## src/sgt_pkg.sv

```systemverilog
`default_nettype none
package sgt_pkg;
	// Register addresses on the special function register port
	localparam logic [7:0] SGT_ADDR_SVC = 8'ha6;
	localparam logic [7:0] SGT_ADDR_CTRL = 8'ha7;
	localparam logic [7:0] SGT_ADDR_STAT = 8'ha8;
	localparam logic [7:0] SGT_ADDR_CLR = 8'ha9;
	localparam logic [7:0] SGT_ADDR_EN = 8'haa;

	// Control register field positions
	localparam int SGT_CTRL_PS_LSB = 5;
	localparam int SGT_CTRL_IDLE_BIT = 4;
	localparam int SGT_CTRL_SOFT_BIT = 2;
	localparam int SGT_CTRL_OVF_BIT = 1;
	localparam int SGT_CTRL_RUN_BIT = 0;

	// Reset values
	localparam logic [2:0] SGT_PS_RESET = 3'h0;
	localparam logic SGT_FLAG_RESET = 1'b0;
	localparam logic [2:0] SGT_EV_RESET = 3'h0;

	// Service byte codes
	localparam logic [7:0] SGT_FEED_FIRST = 8'h1e;
	localparam logic [7:0] SGT_FEED_SECOND = 8'he1;
	localparam logic [7:0] SGT_SOFT_FIRST = 8'h5a;
	localparam logic [7:0] SGT_SOFT_SECOND = 8'ha5;

	// Counter chain geometry: timeout is 2^(PS+14) ticks
	localparam int SGT_PRE_WIDTH = 7;
	localparam int SGT_TIMER_WIDTH = 14;
	localparam int SGT_DIV_WIDTH = 4;
	localparam int SGT_PS_MAX = 7;

	// Event bits of the status, clear and enable registers
	localparam int SGT_EV_TIMEOUT = 0;
	localparam int SGT_EV_BADSEQ = 1;
	localparam int SGT_EV_SOFT = 2;
	localparam int SGT_EV_WIDTH = 3;

	typedef enum logic [1:0] {
		SGT_SEQ_IDLE,
		SGT_SEQ_FEED,
		SGT_SEQ_SOFT
	} sgt_seq_t;
endpackage : sgt_pkg
`default_nettype wire

```

## src/sgt_count.sv

```systemverilog
`timescale 1ns/1ps
`default_nettype none
module sgt_count #(
	parameter int W = 7
) (
	input wire logic clk,
	input wire logic rst_n,
	input wire logic clr,
	input wire logic inc,
	input wire logic [W-1:0] limit,
	output logic [W-1:0] cnt_q,
	output logic wrap
);
	generate
		if (W < 1) begin : g_bad_width
			$error("sgt_count width must be at least one");
		end
	endgenerate

	// Compare with >= so a lowered limit cannot let the count run past it
	assign wrap = inc && (cnt_q >= limit);

	always_ff @(posedge clk or negedge rst_n) begin
		if (!rst_n) begin
			cnt_q <= '0;
		end else if (clr || wrap) begin
			cnt_q <= '0;
		end else if (inc) begin
			cnt_q <= cnt_q + 1'b1;
		end
	end
endmodule : sgt_count
`default_nettype wire

```

## src/sgt_guard_timer.sv

```systemverilog
`timescale 1ns/1ps
`default_nettype none
// What this block does
// - Unserviced timeout forces a system reset
// - Counter advances once per CPU clock
// - Period select gives 2^(PS+14) cycles
// - Clock divider multiplies period by divider+1
// - Disabled after reset, halted in power-down
// - Timeout emits internal reset pulse to CPU
// - 14-bit timer behind 7-bit prescaler
// - Bytes 1E then E1 start the timer
// - Running flag reads 1 while running
// - No other write between service bytes
// - Wrong sequence resets immediately
// - Wrong sequence sets soft and overflow flags
module sgt_guard_timer #(
	parameter int PRE_W = sgt_pkg::SGT_PRE_WIDTH,
	parameter int TMR_W = sgt_pkg::SGT_TIMER_WIDTH,
	parameter int DIV_W = sgt_pkg::SGT_DIV_WIDTH
) (
	input wire logic clk,
	input wire logic rst_n,
	input wire logic [7:0] reg_addr,
	input wire logic [7:0] reg_wdata,
	input wire logic reg_wr,
	input wire logic reg_rd,
	output logic [7:0] reg_rdata_q,
	input wire logic [DIV_W-1:0] system_clock_divider,
	input wire logic power_down,
	input wire logic cpu_idle,
	output logic sys_reset_pulse_q,
	output logic irq
);
	localparam int FULL_W = PRE_W + TMR_W;
	localparam int EV_W = sgt_pkg::SGT_EV_WIDTH;

	// Tap selection assumes the chain spans exactly the largest period
	generate
		if (FULL_W != TMR_W + PRE_W || TMR_W != sgt_pkg::SGT_TIMER_WIDTH
				|| PRE_W != sgt_pkg::SGT_PS_MAX) begin : g_bad_chain
			$error("guard timer chain must be a 14-bit timer behind a 7-bit prescaler");
		end
		if (DIV_W < 1 || DIV_W > 8) begin : g_bad_div
			$error("divider width must be 1 to 8");
		end
	endgenerate

	// Register state
	sgt_pkg::sgt_seq_t seq_q;
	sgt_pkg::sgt_seq_t seq_d;
	logic run_q;
	logic run_d;
	logic [2:0] ps_q;
	logic idle_freeze_q;
	logic soft_flag_q;
	logic soft_flag_d;
	logic ovf_flag_q;
	logic ovf_flag_d;
	logic [EV_W-1:0] stat_q;
	logic [EV_W-1:0] stat_d;
	logic [EV_W-1:0] en_q;
	logic feed_ok;
	logic soft_ok;
	logic bad_seq;

	// Address decode
	wire svc_wr = reg_wr && (reg_addr == sgt_pkg::SGT_ADDR_SVC);
	wire other_wr = reg_wr && (reg_addr != sgt_pkg::SGT_ADDR_SVC);
	wire ctrl_wr = reg_wr && (reg_addr == sgt_pkg::SGT_ADDR_CTRL);
	wire clr_wr = reg_wr && (reg_addr == sgt_pkg::SGT_ADDR_CLR);
	wire en_wr = reg_wr && (reg_addr == sgt_pkg::SGT_ADDR_EN);
	wire ctrl_rd = reg_addr == sgt_pkg::SGT_ADDR_CTRL;
	wire stat_rd = reg_addr == sgt_pkg::SGT_ADDR_STAT;
	wire en_rd = reg_addr == sgt_pkg::SGT_ADDR_EN;

	// Service sequence checker; reads never disturb a half-done pair
	always_comb begin
		seq_d = seq_q;
		feed_ok = 1'b0;
		soft_ok = 1'b0;
		bad_seq = 1'b0;
		unique case (seq_q)
			sgt_pkg::SGT_SEQ_IDLE: begin
				if (svc_wr) begin
					if (reg_wdata == sgt_pkg::SGT_FEED_FIRST) begin
						seq_d = sgt_pkg::SGT_SEQ_FEED;
					end else if (reg_wdata == sgt_pkg::SGT_SOFT_FIRST) begin
						seq_d = sgt_pkg::SGT_SEQ_SOFT;
					end else begin
						bad_seq = 1'b1;
					end
				end
			end
			sgt_pkg::SGT_SEQ_FEED: begin
				if (svc_wr) begin
					seq_d = sgt_pkg::SGT_SEQ_IDLE;
					feed_ok = reg_wdata == sgt_pkg::SGT_FEED_SECOND;
					bad_seq = reg_wdata != sgt_pkg::SGT_FEED_SECOND;
				end else if (other_wr) begin
					seq_d = sgt_pkg::SGT_SEQ_IDLE;
					bad_seq = 1'b1;
				end
			end
			sgt_pkg::SGT_SEQ_SOFT: begin
				if (svc_wr) begin
					seq_d = sgt_pkg::SGT_SEQ_IDLE;
					soft_ok = reg_wdata == sgt_pkg::SGT_SOFT_SECOND;
					bad_seq = reg_wdata != sgt_pkg::SGT_SOFT_SECOND;
				end else if (other_wr) begin
					seq_d = sgt_pkg::SGT_SEQ_IDLE;
					bad_seq = 1'b1;
				end
			end
			default: begin
				seq_d = sgt_pkg::SGT_SEQ_IDLE;
			end
		endcase
	end

	// Counter chain: divider, prescaler, timer
	logic [DIV_W-1:0] div_cnt_q;
	logic [PRE_W-1:0] pre_cnt_q;
	logic [TMR_W-1:0] tmr_cnt_q;
	logic tick;
	logic pre_wrap;
	logic timeout_fire;

	wire cnt_en = run_q && !power_down && !(idle_freeze_q && cpu_idle);
	wire [FULL_W-1:0] full_w = {tmr_cnt_q, pre_cnt_q};
	// Period tap: PS=7 uses the whole chain, PS=0 only the low 14 bits
	wire [2:0] tap_shift = 3'h7 - ps_q;
	wire [FULL_W-1:0] mask_w = {FULL_W{1'b1}} >> tap_shift;
	wire expire = tick && (full_w == mask_w);
	// A feed landing on the final tick still counts as serviced
	assign timeout_fire = expire && !feed_ok;
	wire fire_d = timeout_fire || bad_seq || soft_ok;
	wire chain_clr = !run_q || feed_ok || fire_d;

	sgt_count #(
		.W(DIV_W)
	) u_div (
		.clk(clk),
		.rst_n(rst_n),
		.clr(chain_clr),
		.inc(cnt_en),
		.limit(system_clock_divider),
		.cnt_q(div_cnt_q),
		.wrap(tick)
	);

	sgt_count #(
		.W(PRE_W)
	) u_pre (
		.clk(clk),
		.rst_n(rst_n),
		.clr(chain_clr),
		.inc(tick),
		.limit({PRE_W{1'b1}}),
		.cnt_q(pre_cnt_q),
		.wrap(pre_wrap)
	);

	sgt_count #(
		.W(TMR_W)
	) u_tmr (
		.clk(clk),
		.rst_n(rst_n),
		.clr(chain_clr),
		.inc(pre_wrap),
		.limit({TMR_W{1'b1}}),
		.cnt_q(tmr_cnt_q),
		.wrap()
	);

	// Running state: any reset pulse disables the timer again
	assign run_d = fire_d ? 1'b0 : (feed_ok ? 1'b1 : run_q);

	// Cause flags: hardware set wins over a software clear
	assign soft_flag_d = (bad_seq || soft_ok) ? 1'b1 :
		((ctrl_wr && !reg_wdata[sgt_pkg::SGT_CTRL_SOFT_BIT]) ? 1'b0 : soft_flag_q);
	assign ovf_flag_d = (bad_seq || timeout_fire) ? 1'b1 :
		((ctrl_wr && !reg_wdata[sgt_pkg::SGT_CTRL_OVF_BIT]) ? 1'b0 : ovf_flag_q);

	// Sticky events; a new event beats a clear in the same cycle
	wire [EV_W-1:0] ev_w = {soft_ok, bad_seq, timeout_fire};
	wire [EV_W-1:0] clr_mask = clr_wr ? reg_wdata[EV_W-1:0] : '0;
	assign stat_d = ev_w | (stat_q & ~clr_mask);
	assign irq = |(stat_q & en_q);

	// Read mux; reserved bit 3 and write-only registers read zero
	wire [7:0] ctrl_view = {ps_q, idle_freeze_q, 1'b0, soft_flag_q, ovf_flag_q, run_q};
	wire [7:0] stat_view = {{(8 - EV_W){1'b0}}, stat_q};
	wire [7:0] en_view = {{(8 - EV_W){1'b0}}, en_q};
	wire [7:0] rd_mux = ctrl_rd ? ctrl_view : (stat_rd ? stat_view : (en_rd ? en_view : 8'h00));

	always_ff @(posedge clk or negedge rst_n) begin
		if (!rst_n) begin
			seq_q <= sgt_pkg::SGT_SEQ_IDLE;
			run_q <= 1'b0;
			sys_reset_pulse_q <= 1'b0;
		end else begin
			seq_q <= seq_d;
			run_q <= run_d;
			sys_reset_pulse_q <= fire_d;
		end
	end

	always_ff @(posedge clk or negedge rst_n) begin
		if (!rst_n) begin
			ps_q <= sgt_pkg::SGT_PS_RESET;
			idle_freeze_q <= sgt_pkg::SGT_FLAG_RESET;
			soft_flag_q <= sgt_pkg::SGT_FLAG_RESET;
			ovf_flag_q <= sgt_pkg::SGT_FLAG_RESET;
		end else begin
			if (ctrl_wr) begin
				ps_q <= reg_wdata[sgt_pkg::SGT_CTRL_PS_LSB +: 3];
				idle_freeze_q <= reg_wdata[sgt_pkg::SGT_CTRL_IDLE_BIT];
			end
			soft_flag_q <= soft_flag_d;
			ovf_flag_q <= ovf_flag_d;
		end
	end

	always_ff @(posedge clk or negedge rst_n) begin
		if (!rst_n) begin
			stat_q <= sgt_pkg::SGT_EV_RESET;
			en_q <= sgt_pkg::SGT_EV_RESET;
			reg_rdata_q <= 8'h00;
		end else begin
			stat_q <= stat_d;
			if (en_wr) begin
				en_q <= reg_wdata[EV_W-1:0];
			end
			reg_rdata_q <= reg_rd ? rd_mux : 8'h00;
		end
	end
endmodule : sgt_guard_timer
`default_nettype wire

```

## config.mk

```make
export PLATFORM = sky130hd
export DESIGN_NAME = sgt_guard_timer
export DESIGN_NICKNAME = d
export VERILOG_FILES = /design/src/sgt_pkg.sv /design/src/sgt_count.sv /design/src/sgt_guard_timer.sv
export SDC_FILE = /design/constraint.sdc
export NUM_CORES = 1
export LEC_CHECK = 0
export BUFFER_PORTS_ARGS = -buffer_cell sky130_fd_sc_hd__buf_2
export CORE_MARGIN = 4
export CORE_UTILIZATION = 35
export DETAILED_ROUTE_END_ITERATION = 8
export HOLD_SLACK_MARGIN = 0.05
export PLACE_DENSITY = 0.58
export SLEW_MARGIN = 20
export SYNTH_ARGS = -nofsm -noshare
export SYNTH_HDL_FRONTEND = slang
export SYNTH_SLANG_ARGS = --single-unit
```

## constraint.sdc

```tcl
create_clock -name clk -period 2.4 [get_ports clk]
set_input_delay 0.24 -clock clk [delete_from_list [all_inputs] [get_ports clk]]
set_output_delay 0.24 -clock clk [all_outputs]
set_load 0.05 [all_outputs]
```

==> impl_metrics.toml <==
[hold_path]
hold_path_class = "in -> reg"

[sta]
hold_viol = 0
drv_slew = 0
setup_viol = 0
worst_slew_pin_slew_ps = 566
min_period_ps = 2210
period_share_pct = 92.2
fin_tns_setup_ps = 0
max_freq_mhz = 452
skew_ps = 6.54
maxSlewHeadroom_pct = 61.9
rsz0062_at_grt = "no"

[route]
wl_per_cell_um = 14.9
num_vias = 2482
route.detailed.drc = 0
met1Wirelength_um = 3550
top_layer = "met4"
first_iter_violations = 142
wl_met3_um = 208
first_pass_iters = 4
wl_met2_um = 3110
viasPerCell = 5.34
ant_nets = 0
wirelength_um = 6950

[synthesis]
ys_async_sr_fraction_pct = 100
synth_area_sq_um = 2880
yosysSeqAreaShare_pct = 41.7
synth_common_cells = "dfrtp_1, nand2_1, nor3_1"
yosysWarnings = 0
syn-instance-count = 315
synth_top_area_share_pct = 41.7
synth_area_leaders = "dfrtp_1, ha_1, nor3_1, nand2_1, nand3_1"
synth_most_common_cell = "dfrtp_1"
avgSynthCellArea_sq_um = 9.14
syn_nets = 352
yosys.cell_types.count = 53
synth_edf_count = 0
synth_flop_cell = "dfrtp_1"
synth_seq_cells = 48
synth_largest_area_cell = "dfrtp_1"

[power_and_ir_drop]
power_leakage_nw = 1.46
max-vdd-ir-drop_mv = 0.218
power.density_nw_per_um2 = 499
total_power_mw = 1.69

[floorplan]
fp.dieW_um = 98.7
rows = 32
core_area_sq_um = 7850
pin_count = 36
die_y_um = 98.7
floorplan.initialDensity_pct = 36.7
die_area_sq_um = 9740

[clock_tree]
cts_buffers = 5
cts.path.max_buffers = 2
clkLatencyLatePin_ps = 310
root_buffer = "clkbuf_8"
cts.sinks = 48
htreeDepth = 2
cts_tree = "yes"
clk_pin_slew_worst_paths_ps = 90

[run]
max-cap-violations = 0

[critical_path]
cp.required_ps = 2590
worst-path-max-fanout = 11
worst_ep_arrival_time_ps = 2400
worstSetupStartpointType = "flip-flop"
end_kind = "flip-flop"
critPathKind = "reg -> reg"

[global_route]
grt_pass1_wl_um = 11800
grt_max_degree = 25
grt_use_total_pct = 14.7
grt_overflow = 0
grt_pass1_vias = 2394
antenna_found_initial = 0

[run_status]
status = "complete, no violations"

[placed_design]
numPortBuffers = 34
place_hpwl_um = 5210
place.gp.congestion = 0.799

[cells_and_area]
num_antenna_cells = 0
layout-drive-gt1-share_pct = 22.0
area_delta_synth_final_pct = 17.6
fin_nets = 399
cell usage in the layout (no fill, tap or decap), drive strengths merged, types with 2 or more instances in the layout:
master  synthesis  final
clkinv          0      2
dfrtp          48     48
and2            4      4
buf             4     52
inv            15     15
nand2          33     33
o21ai          11     11
clkbuf          9      5
or2             5      5
or4             2      2
and4            2      2
nand3b          3      3
nor4b           2      2
nand4           8      8
xnor2           9      9
and3           10     10
a211oi          4      4
o21a            2      2
xor2            3      3
a31oi           4      4
nor2           12     12
nor3b           2      2
o31ai           4      4
or3             2      2
a21o            3      3
a22oi           5      5
nor2b           5      5
nor3           26     26
mux2i           2      2
ha             11     11
nand2b          4      4
nand4b          2      2
o31a            2      2
nor4            9      9
mux2            6      6
a21boi          5      5
a21oi          12     12
nand3          17     17
where the power goes:
group	leakage [nW]	switching, mW	internal (mW)	total (mW)
logic	0.751	0.140	0.0960	0.236
registers	0.651	0.0198	0.828	0.848
clock network	0.0583	0.290	0.314	0.604
final cells by class:
cell class                 instances  area, sq um
multi-input combinational        239         1560
timing repair buffer              53          319
sequential                        48         1200
clock buffer                       5         68.8
fill                             792         4460
inverter                          15         56.3
clock inverter                     3         47.5
tap                              102          128
final timing paths:
kind,startpoint,end,slack (ps),cells past startpoint
max in group asynchronous,rst_n,stat_q[2],1490,3
worst min register to register,stat_q[2],stat_q[2],510,2
worst max register to register,u_div.cnt_q[0],u_tmr.cnt_q[5],190,9
min in group asynchronous,rst_n,u_div.cnt_q[3],350,2
worst min-delay path,reg_wdata[5],ps_q[0],190,2
worst max-delay path,u_div.cnt_q[0],u_tmr.cnt_q[5],190,9
sequential cells by signal, indices dropped and copies added, names as in the netlist:
register	count
u_tmr.cnt_q	14
en_q	3
u_pre.cnt_q	7
stat_q	3
ovf_flag_q	1
idle_freeze_q	1
run_q	1
reg_rdata_q	7
ps_q	3
u_div.cnt_q	4
soft_flag_q	1
seq_q	2
sys_reset_pulse_q	1
through the flow:
| stage | cell area, sq um | hold slack [ps] | utilization (%) | instances | worst slack [ps] |
|---|---|---|---|---|---|
| 2_1_floorplan | 2880 | -55.6 | - | 315 | 124 |
| 3_3_place_gp | 3240 | 158 | 41.3 | 455 | 161 |
| 3_5_place_dp | 3240 | 152 | 41.3 | 455 | 93.2 |
| 4_1_cts | 3370 | 178 | 42.9 | 464 | 79.6 |
| 5_1_grt | 3380 | 202 | 43.1 | 465 | 54.3 |
| 6_report | 3380 | 191 | 43.1 | 465 | 187 |
what timing repair did:
item | 4_1_cts | 5_1_grt
hold buffers | 1 | 0
endpoints found under the hold margin | 13 | 0
setup endpoints to repair | 0 | 12
setup buffers | 0 | 1
resized for setup | 0 | 3
metal layers:
| layer | track usage, % | vias up |
|---|---|---|
| li1 | - | 1241 |
| met1 | 21.6 | 1195 |
| met2 | 22.5 | 40 |
| met3 | 2.48 | 6 |
| met4 | 4.10 | 0 |
| met5 | 0 | - |
logic make-up after synthesis:
group,share of synthesized area [%]
multiplexers,3.04
buffers and inverters,4.04
other,0.130
AO/OA/AOI/OAI,14.0
flip-flops,41.7
XOR/XNOR,3.65
AND/OR/NAND/NOR,28.7
adder cells (fa/ha/maj),4.78
critical path, cell delays in order, from the launching register on:
cell and delay [ps]:
dfrtp_1 380, inv_1 50, ha_1 250, nand2b_1 90, a2111o_1 150, nand3_2 90
or4_4 560, nor4_4 260, buf_6 190, nor3_1 70
Power figures use the tool's default switching activity.
